<file path="config.mk">
export PLATFORM = sky130hd
export DESIGN_NAME = tswdt_top
export DESIGN_NICKNAME = d
export VERILOG_FILES = /design/src/hw/tswdt_pkg.sv /design/src/hw/tswdt_down_counter.sv /design/src/hw/tswdt_top.sv
export SDC_FILE = /design/constraint.sdc
export NUM_CORES = 1
export LEC_CHECK = 0
export BUFFER_PORTS_ARGS = -buffer_cell sky130_fd_sc_hd__buf_4
export CELL_PAD_IN_SITES_DETAIL_PLACEMENT = 0
export CELL_PAD_IN_SITES_GLOBAL_PLACEMENT = 2
export CORE_MARGIN = 5
export CORE_UTILIZATION = 40
export CTS_BUF_LIST = sky130_fd_sc_hd__clkbuf_2
export CTS_CLUSTER_SIZE = 25
export DETAILED_ROUTE_END_ITERATION = 10
export PLACE_DENSITY_LB_ADDON = 0.1
export SETUP_SLACK_MARGIN = 0.3
export SYNTH_ARGS = -nofsm -noshare
export SYNTH_HDL_FRONTEND = slang
export SYNTH_SLANG_ARGS = --single-unit
</file>
<file path="constraint.sdc">
create_clock -name REF_CLK_IN -period 4.8 [get_ports REF_CLK_IN]
set_input_delay 0.96 -clock REF_CLK_IN [delete_from_list [all_inputs] [get_ports REF_CLK_IN]]
set_output_delay 0.96 -clock REF_CLK_IN [all_outputs]
set_load 0.005 [all_outputs]
</file>
<file path="src/hw/tswdt_pkg.sv">
// package: register map, reset values and state types of the two-stage watchdog
package tswdt_pkg;

  // register byte offsets
  localparam logic [11:0] TSWDT_OFS_RELOAD  = 12'h000;
  localparam logic [11:0] TSWDT_OFS_VALUE   = 12'h004;
  localparam logic [11:0] TSWDT_OFS_CONTROL = 12'h008;
  localparam logic [11:0] TSWDT_OFS_CLEAR   = 12'h00C;
  localparam logic [11:0] TSWDT_OFS_RAW     = 12'h010;
  localparam logic [11:0] TSWDT_OFS_MASKED  = 12'h014;
  localparam logic [11:0] TSWDT_OFS_GUARD   = 12'hC00;

  // control field positions
  localparam int TSWDT_BIT_IRQ_EN = 0;
  localparam int TSWDT_BIT_RST_EN = 1;

  // reset values and keys
  localparam logic [31:0] TSWDT_RELOAD_RST = 32'hFFFF_FFFF;
  localparam logic [31:0] TSWDT_UNLOCK_KEY = 32'h1ACC_E551;
  localparam logic [31:0] TSWDT_ZERO       = 32'h0000_0000;
  localparam logic [31:0] TSWDT_ONE        = 32'h0000_0001;

  // counter phase: idle until armed, then counting
  typedef enum logic [0:0] {
    TSWDT_IDLE = 1'b0,
    TSWDT_RUN  = 1'b1
  } tswdt_phase_t;

  // register bus request carrier
  typedef struct packed {
    logic [11:0] addr;
    logic [31:0] wdata;
    logic        wr;
    logic        rd;
  } tswdt_bus_t;

endpackage : tswdt_pkg

</file>
<file path="src/hw/tswdt_down_counter.sv">
// file: 32-bit down counter with load and zero detect
`timescale 1ns/10ps
`default_nettype none

module tswdt_down_counter
  import tswdt_pkg::*;
#(
  parameter int WIDTH = 32
) (
  input  wire logic             clk_in,    // block clock
  input  wire logic             rst_in,    // async reset, high
  input  wire logic             run_in,    // count enable level
  input  wire logic             load_in,   // load pulse, wins over counting
  input  wire logic [WIDTH-1:0] value_in,  // value to load
  output logic      [WIDTH-1:0] count_out, // current count
  output logic                  zero_out   // counter at zero while running
);

  // counter state as one struct
  typedef struct packed {
    logic [WIDTH-1:0] count;
  } tswdt_cnt_t;

  tswdt_cnt_t state;       // registered state
  tswdt_cnt_t next_state;  // next value

  // load wins; at zero we hold, the owner reloads
  always_comb begin
    next_state = state;
    if (load_in) begin
      next_state.count = value_in;
    end else if (run_in && (state.count != '0)) begin
      next_state.count = state.count - WIDTH'(1);
    end
  end

  // register, reset to all ones
  always_ff @(posedge clk_in or posedge rst_in) begin
    if (rst_in) begin
      state.count <= '1;
    end else begin
      state <= next_state;
    end
  end

  assign count_out = state.count;
  assign zero_out  = run_in && (state.count == '0);

endmodule // tswdt_down_counter

`default_nettype wire

</file>
<file path="src/hw/tswdt_top.sv">
// file: two-stage watchdog timer, register slave and timeout logic
//
// Decided for this implementation: the strobed register port and the register offsets.
`timescale 1ns/10ps
`default_nettype none

module tswdt_top
  import tswdt_pkg::*;
#(
  parameter int WIDTH = 32
) (
  input  wire logic        REF_CLK_IN,      // block clock, 100 MHz
  input  wire logic        RST_IN,          // async reset, high
  input  wire logic [11:0] ADDR_IN,         // register byte address
  input  wire logic [31:0] WDATA_IN,        // write data
  input  wire logic        WR_IN,           // write strobe
  input  wire logic        RD_IN,           // read strobe
  output logic      [31:0] RDATA_OUT,       // read data, cycle after strobe
  output logic             TIMEOUT_IRQ_OUT, // timeout interrupt, masked by irq_en
  output logic             SYS_RESET_OUT    // system reset request
);

  // block state; the count lives in u_counter
  typedef struct packed {
    tswdt_phase_t     phase;        // idle or counting
    logic [WIDTH-1:0] reload;       // reload value
    logic             irq_en;       // timeout irq enable
    logic             rst_en;       // reset output enable
    logic             raw;          // pending timeout flag
    logic             locked;       // write guard state
    logic             sys_reset;    // reset request, sticky
    logic             irq;          // registered irq output
    logic [31:0]      rdata;        // registered read data
  } tswdt_state_t;

  tswdt_state_t state;       // registered state
  tswdt_state_t next_state;  // next value
  tswdt_bus_t   bus;         // bundled request

  logic             cnt_load;   // reload pulse to counter
  logic [WIDTH-1:0] cnt_value;  // value to load
  logic [WIDTH-1:0] cnt_count;  // current count
  logic             cnt_zero;   // expiry seen this cycle
  logic             wr_ok;      // write passes the guard

  assign bus.addr  = ADDR_IN;
  assign bus.wdata = WDATA_IN;
  assign bus.wr    = WR_IN;
  assign bus.rd    = RD_IN;

  // the counter itself
  tswdt_down_counter #(
    .WIDTH (WIDTH)
  ) u_counter (
    .clk_in    (REF_CLK_IN),
    .rst_in    (RST_IN),
    .run_in    (state.phase == TSWDT_RUN),
    .load_in   (cnt_load),
    .value_in  (cnt_value),
    .count_out (cnt_count),
    .zero_out  (cnt_zero)
  );

  // guard blocks writes except to the guard itself
  assign wr_ok = bus.wr && (!state.locked || bus.addr == TSWDT_OFS_GUARD);

  // next state, counter loads and read mux
  always_comb begin
    next_state = state;
    cnt_load   = 1'b0;
    cnt_value  = state.reload;
    // defaults for read data: zero unless read this cycle
    next_state.rdata = TSWDT_ZERO;

    // expiry handling
    if (cnt_zero) begin
      if (state.raw) begin
        // second expiry with flag still pending
        if (state.rst_en) begin
          next_state.sys_reset = 1'b1;
        end
      end else begin
        next_state.raw = 1'b1;
      end
      cnt_load = 1'b1;
    end

    if (wr_ok) begin
      case (bus.addr)
        TSWDT_OFS_RELOAD: begin
          // new value loads at once; flag not cleared
          next_state.reload = bus.wdata[WIDTH-1:0];
          cnt_load          = 1'b1;
          cnt_value         = bus.wdata[WIDTH-1:0];
          // zero reload flags timeout right away
          if (bus.wdata[WIDTH-1:0] == '0) begin
            next_state.raw = 1'b1;
          end
        end
        TSWDT_OFS_CONTROL: begin
          if (!state.irq_en) begin
            next_state.rst_en = bus.wdata[TSWDT_BIT_RST_EN];
            if (bus.wdata[TSWDT_BIT_IRQ_EN]) begin
              // enable arms irq and starts counting
              next_state.irq_en = 1'b1;
              next_state.phase  = TSWDT_RUN;
              // start from reload, not stale count
              cnt_load          = 1'b1;
              cnt_value         = state.reload;
            end
          end
        end
        TSWDT_OFS_CLEAR: begin
          // only register write that clears the flag
          // any value clears and reloads; resume
          // clear wins over an expiry's flag set in the same cycle, not over its reset request; the reload restarts it
          next_state.raw = 1'b0;
          cnt_load       = 1'b1;
          cnt_value      = state.reload;
        end
        TSWDT_OFS_GUARD: begin
          next_state.locked = (bus.wdata != TSWDT_UNLOCK_KEY);
        end
        default: begin
          // read-only or unmapped: write ignored
        end
      endcase
    end

    // read mux, data presented next cycle
    if (bus.rd) begin
      case (bus.addr)
        TSWDT_OFS_RELOAD:  next_state.rdata = 32'(state.reload);
        TSWDT_OFS_VALUE:   next_state.rdata = 32'(cnt_count);
        TSWDT_OFS_CONTROL: next_state.rdata = {30'h0000_0000, state.rst_en, state.irq_en};
        TSWDT_OFS_RAW:     next_state.rdata = {31'h0000_0000, state.raw};
        TSWDT_OFS_MASKED:  next_state.rdata = {31'h0000_0000, state.raw & state.irq_en};
        // lock status instead of written value
        TSWDT_OFS_GUARD:   next_state.rdata = state.locked ? TSWDT_ONE : TSWDT_ZERO;
        default:           next_state.rdata = TSWDT_ZERO;
      endcase
    end

    // irq output follows masked flag
    next_state.irq = next_state.raw & next_state.irq_en;
  end

  // reset clears enables and flag, stops, unlocks
  always_ff @(posedge REF_CLK_IN or posedge RST_IN) begin
    if (RST_IN) begin
      state.phase     <= TSWDT_IDLE;
      state.reload    <= TSWDT_RELOAD_RST;
      state.irq_en    <= 1'b0;
      state.rst_en    <= 1'b0;
      state.raw       <= 1'b0;
      state.locked    <= 1'b0;
      state.sys_reset <= 1'b0;
      state.irq       <= 1'b0;
      state.rdata     <= TSWDT_ZERO;
    end else begin
      state <= next_state;
    end
  end

  assign RDATA_OUT       = state.rdata;
  assign TIMEOUT_IRQ_OUT = state.irq;
  assign SYS_RESET_OUT   = state.sys_reset;

endmodule // tswdt_top

`default_nettype wire

</file>
==> results of run 1 <==
-- state kept, by name, summed over array words and instances, names as in the netlist --
register	count
u_counter.count_out	32
state	37
SYS_RESET_OUT	1
TIMEOUT_IRQ_OUT	1
RDATA_OUT	32
-- stage by stage --
| stage | setup slack, ns | power [mW] | cells |
|---|---|---|---|
| finish | 1.61 | 1.40 | 754 |
| detailed placement | 0.975 | 1.00 | 738 |
| global route | 1.47 | 1.48 | 754 |
| global placement | 0.964 | 1.00 | 738 |
| CTS | 1.62 | 1.42 | 754 |
| floorplan | 1.24 | 0.941 | 525 |
-- area by class of cell --
type	instances	area share [%]
clock buffers	11	0.919
clock inverters	5	0.856
inverters	5	0.355
multi-input cells	360	38.0
flip-flops and latches	103	44.4
well taps	176	3.68
repair buffers	94	11.8
-- final timing paths --
check | from | end | slack [ns]
max | ADDR_IN[1] | TIMEOUT_IRQ_OUT | 1.61
min | RST_IN | RDATA_OUT[27] | 0.48
max reg2reg | u_counter.count_out[11] | u_counter.count_out[9] | 1.95
min reg2reg | SYS_RESET_OUT | SYS_RESET_OUT | 0.51
max in group asynchronous | RST_IN | state[51] | 3.29
min in group REF_CLK_IN | SYS_RESET_OUT | SYS_RESET_OUT | 0.51
-- layout by cell type (no fill, tap or decap), types with 2 or more instances in the layout --
master,instances
nor3_1,20
a22oi_1,30
or4_1,4
nor2_1,54
dfstp_2,64
and3_1,8
nand3_1,22
nor2b_1,6
clkbuf_2,11
nor3b_1,5
ha_1,2
nand4b_1,3
a21o_1,3
and2_1,2
or3_1,5
dfrtp_1,39
o31a_1,3
a21oi_1,26
a31o_2,2
nor4_1,17
o21a_1,2
o211ai_1,2
o31ai_1,5
nand2_1,38
a22o_1,2
nand2b_1,3
inv_1,4
o21ai_0,17
mux2_2,34
or4_4,3
nand3b_1,4
nand4_1,11
buf_4,94
clkinv_2,2
xor2_1,5
or2_2,4
-- power by group --
| group | switching [mW] | internal (mW) | total (mW) | leakage (nW) |
|---|---|---|---|---|
| sequential | 0.00951 | 0.885 | 0.895 | 1.21 |
| clock | 0.289 | 0.121 | 0.410 | 0.0694 |
| combinational | 0.0532 | 0.0400 | 0.0932 | 1.19 |
-- kinds of logic (layout without fill, tap and decap cells) --
kind of cell	Yosys count	count (layout)	share of synthesized area [%]
flip-flops	103	103	50.1
AND/OR/NAND/NOR	218	218	21.7
adder cells (fa/ha/maj)	2	2	0.472
multiplexers	35	35	7.50
buffers and inverters	62	115	7.10
XOR/XNOR	6	6	0.990
AO/OA/AOI/OAI	99	99	12.2
-- per-layer routing --
metal | share of wire (%) | up-vias | track usage [%] | wire length [µm]
met5 | 0 | - | 0 | 0
met4 | 1.2 | 0 | 6.19 | 179
met3 | 4.2 | 11 | 3.88 | 616
met2 | 45 | 91 | 29.5 | 6600
met1 | 49 | 2032 | 27.3 | 7250
li1 | - | 1973 | - | -
==> run_results.csv, run 1 <==
group,metric,value,unit
status,status,"completed",
pwr,p_leak,2.47,nW
placed_design,portBuffers,81,
grt,track_usage,19.2,%
clock_network,postCtsSetupRepairBufs,0,
critical_path,crit_fanout,17,
hold_path,holdCritPathClass,"input pin to async pin",
placed_design,placed_area,5880,µm²
timing,finalSetupViolCount,0,
finish,areaGrowthSynthToFinish,12.9,%
logic_synthesis,synth.most_common_cell,"dfstp_2",
critical_path,cp_num_cells,7,
clock_network,postCtsHoldBufs,0,
critical_path,arrival,3.74,ns
floorplan,die-area,15700,µm²
critical_path,crit_required,5.36,ns
critical_path,cp-end-kind,"flip-flop",
timing,maxSlewHeadroom,40.7,%
timing,post-route-period-util,66.4,%
timing,rsz0062_at_grt,"false",
clock_network,cts-root-buf,"clkbuf_2",
finish,regArea,2660,µm²
grt,grt_pass1_wl,23.8,mm
pwr,ir_drop,165,µV
timing,finalCriticalPeriod,3.19,ns
finish,drive_gt1_share,38.9,%
finish,final_nets,623,
timing,final_hold_viol_count,0,
logic_synthesis,yosysWarnings,0,
route,first_pass_iters,4,
route,detail_route.wl_per_cell,19.4,µm
logic_synthesis,synthDistinctLibCells,56,
logic_synthesis,synthTopCellsByArea,"dfstp_2 32%, dfrtp_1 18%, mux2_2 7.2%",
critical_path,crit_slowest_cell,"or4_1",
critical_path,critPathKind,"input pin to flip-flop",
timing,tightest_slew,0.889,ns
floorplan,core,13100,µm²
finish,design_area,5990,µm²
critical_path,crit_top_cell,"or4_1",
finish,diodes,0,
critical_path,critPathMaxStageDelay,0.91,ns
logic_synthesis,synth_edf_count,0,
logic_synthesis,yosysTopAreaCellShare,31.7,%
route,drc,0,
route,drtIter0Drc,280,
grt,antenna_found_initial,0,
logic_synthesis,netlist_area,5310,µm²
grt,grt_max_degree,72,
job,drv_cap,0,
logic_synthesis,ys.flop_type,"dfstp_2",
timing,slew_violations,0,
critical_path,crit_path_cell_trace,"buf_4 > or4_1 > or2_1 > or4_1 > nor4_1 > o31a_1 > and2_1",
pwr,powerDensity,233,nW/µm²
placed_design,routabilityCongestion,0.866,
logic_synthesis,syn_nets,575,
timing,fmax,314,MHz
clock_network,cts_sinks,103,
logic_synthesis,synth_seq_cells,103,
grt,grt_pass1_vias,4190,
clock_network,cts_tree,"done",
clock_network,clk_pin_slew,0.27,ns
route,viasPerCell,5.45,
timing,clock_skew,0.0291,ns
critical_path,crit_buf_inv,1,
logic_synthesis,synth.avg_cell_area,10.1,µm²
clock_network,cts_inserted_buffers,9,
logic_synthesis,ys_seq_area_share,50.1,%
clock_network,clkLatencyLatePin,0.62,ns
floorplan,die_h,125,µm
route,vias,4107,
placed_design,dpl.hpwl,10.2,mm
clock_network,ctsResizeCount,0,
finish,multi_input_area,2280,µm²
logic_synthesis,netlist_top_cells_count,"64 x dfstp_2, 54 x nor2_1, 39 x dfrtp_1, 38 x nand2_1, 34 x mux2_2",
critical_path,reg2reg_depth,7,
clock_network,h-tree-depth,3,
route,routed_wl,14.6,mm
floorplan,die-width,125,µm
logic_synthesis,yosysTopAreaCell,"dfstp_2",
clock_network,clockBufferDepth,2,
timing,fin_hold_ws,0.478,ns
finish,fillers,1337,
route,drt.antenna.violating_nets,0,
critical_path,path_delay_family,"simple AND/OR/NAND/NOR gates",
logic_synthesis,synthCells,525,
finish,utilization,45.6,%
critical_path,cp-start-kind,"input pin",
grt,gr-total-overflow,0,
floorplan,num_rows,42,
floorplan,start_util,40.4,%
floorplan,io_pins,82,
logic_synthesis,async_flop_share,100,%
timing,setup_tns,0,ns
Note: power is estimated with default switching activity, not from simulation.
==> inputs of run 2 (changes only) <==
Settings changed: CORE_UTILIZATION 40 to 34.
Clock period 4.8 ns to 2.83 ns, I/O delays scaled along.
==> run 2 against run 1 <==
Worst hold slack got worse by 0.45 ns. Highest routed layer unchanged. Clock power increased by 52%. Largest power group unchanged. Sequential cell count did not move. Worst setup slack worse by 1.4 ns. Count of clock-buffer cells in the layout rose by 1. Critical path depth down 1.
==> run_results.csv, run 2 (synthesized netlist as in run 1, its figures left out) <==
group,metric,value,unit
timing,final_hold_viol_count,0,
grt,use_met2,26.7,%
critical_path,cp-start-kind,"flip-flop",
route,viasPerCell,5.24,
critical_path,arrival,3.21,ns
route,drt.antenna.violating_nets,0,
timing,tightest_slew,0.609,ns
timing,post-route-period-util,92.5,%
route,first_pass_iters,4,
grt,grt_pass1_vias,4355,
timing,setup_slack,0.213,ns
grt,grt-busiest-layer,"met2",
route,routed_wl,15.7,mm
placed_design,placed_area,6120,µm²
pwr,ir_drop,178,µV
clock_network,cts_inserted_buffers,9,
grt,gr-total-overflow,0,
floorplan,num_rows,45,
clock_network,clk_pin_slew,0.28,ns
floorplan,io_pins,82,
finish,final_cell_mix,"109 x buf_4, 64 x dfstp_2, 48 x nor2_1, 39 x dfrtp_1, 36 x nand2_1",
floorplan,start_util,34.8,%
timing,fin_hold_ws,0.0291,ns
finish,design_area,6530,µm²
pwr,power,2.32,mW
critical_path,crit_fanout,11,
clock_network,cts-root-buf,"clkbuf_2",
floorplan,die_h,135,µm
timing,clock_skew,0.0327,ns
route,detail_route.wl_per_cell,19.3,µm
floorplan,die-area,18200,µm²
finish,largest_reg_flops,37,
timing,finalCriticalPeriod,2.62,ns
clock_network,cts_sinks,103,
placed_design,portBuffers,81,
grt,grt_pass1_wl,24.9,mm
critical_path,critPathKind,"flip-flop to flip-flop",
finish,areaGrowthSynthToFinish,23.0,%
placed_design,routabilityCongestion,0.805,
critical_path,crit_required,3.42,ns
floorplan,die-width,135,µm
grt,antenna_found_initial,1,
placed_design,post-place-ws,-0.0418,ns
finish,final_common_cell,"buf_4",
grt,grtUsageMet3,3.65,%
critical_path,crit_top_cell,"or4_4",
critical_path,critPathMaxStageDelay,0.58,ns
pwr,p_leak,2.67,nW
timing,rsz0062_at_grt,"true",
timing,fmax,382,MHz
timing,slew_violations,0,
clock_network,clockBufferDepth,2,
finish,final_nets,650,
clock_network,clkLatencyLatePin,0.61,ns
floorplan,core,15300,µm²
clock_network,cts_tree,"done",
hold_path,holdCritPathClass,"input pin to async pin",
critical_path,cp-end-kind,"flip-flop",
grt,grt_max_degree,104,
finish,top_register,"state",
grt,gr-usage-met1,25.3,%
critical_path,crit_path_cell_trace,"or4_4 > or4_4 > or4_4 > and2_4 > buf_12 > o21a_1",
grt,track_usage,17.6,%
route,drc,0,
job,drv_cap,0,
critical_path,crit_slowest_cell,"or4_4",
timing,finalSetupViolCount,0,
critical_path,reg2reg_depth,6,
status,status,"completed",
finish,drive_gt1_share,46.9,%
clock_network,h-tree-depth,3,
route,drtIter0Drc,187,
timing,maxSlewHeadroom,59.4,%
clock_network,postCtsHoldBufs,0,
pwr,powerDensity,355,nW/µm²
route,vias,4280,
placed_design,dpl.hpwl,10.7,mm
[run 2: timing repair]
action,in CTS,in global routing
gates cloned,0,1
setup buffers,5,5
endpoints found under the setup margin,32,31
gates resized for setup,4,50
pin swaps,2,23
[run 2: worst paths after layout]
check	start	to	slack, ns
setup / recovery	u_counter.count_out[9]	u_counter.count_out[9]	0.21
hold / removal	RST_IN	RDATA_OUT[0]	0.03
setup reg to reg	u_counter.count_out[9]	u_counter.count_out[9]	0.21
hold reg to reg	SYS_RESET_OUT	SYS_RESET_OUT	0.52
max in group asynchronous	RST_IN	state[55]	2.29
min in group REF_CLK_IN	RD_IN	RDATA_OUT[0]	0.20
[run 2: through the flow]
step	instances	util, %	TNS (ns)
after floorplan	525	-	0
after global placement	789	40.1	0
after detailed placement	789	40.1	-0.0418
after CTS	810	41.0	0
after global routing	817	42.8	0
final	817	42.8	0
[run 2: per-layer routing]
layer / wire length, µm / vias up
met5: 0 / -
met4: 249 / 0
met3: 662 / 19
met2: 7030 / 90
met1: 7790 / 2129
li1: - / 2042
[run 2: where the power goes]
part,switching [mW],internal (mW)
Combinational,0.0977,0.0765
Sequential,0.0163,1.50
Clock,0.500,0.123
Total,0.614,1.70
[run 2: cell type report]
class	count	area (µm²)
Timing Repair Buffer	121	1020
Fill cell	1517	8730
Clock inverter	4	21.3
Sequential cell	103	2660
Antenna cell	1	2.50
Tap cell	211	264
Clock buffer	12	60.1
Multi-Input combinational cell	360	2470
Inverter	5	22.5
[run 2: worst max-delay path: cells and delay by family, from the launching register on]
kind                   cells  cell delay [ns]
AO/OA/AOI/OAI              1             0.18
buffers and inverters      1             0.16
flip-flops                 1             0.44
AND/OR/NAND/NOR            4             1.82
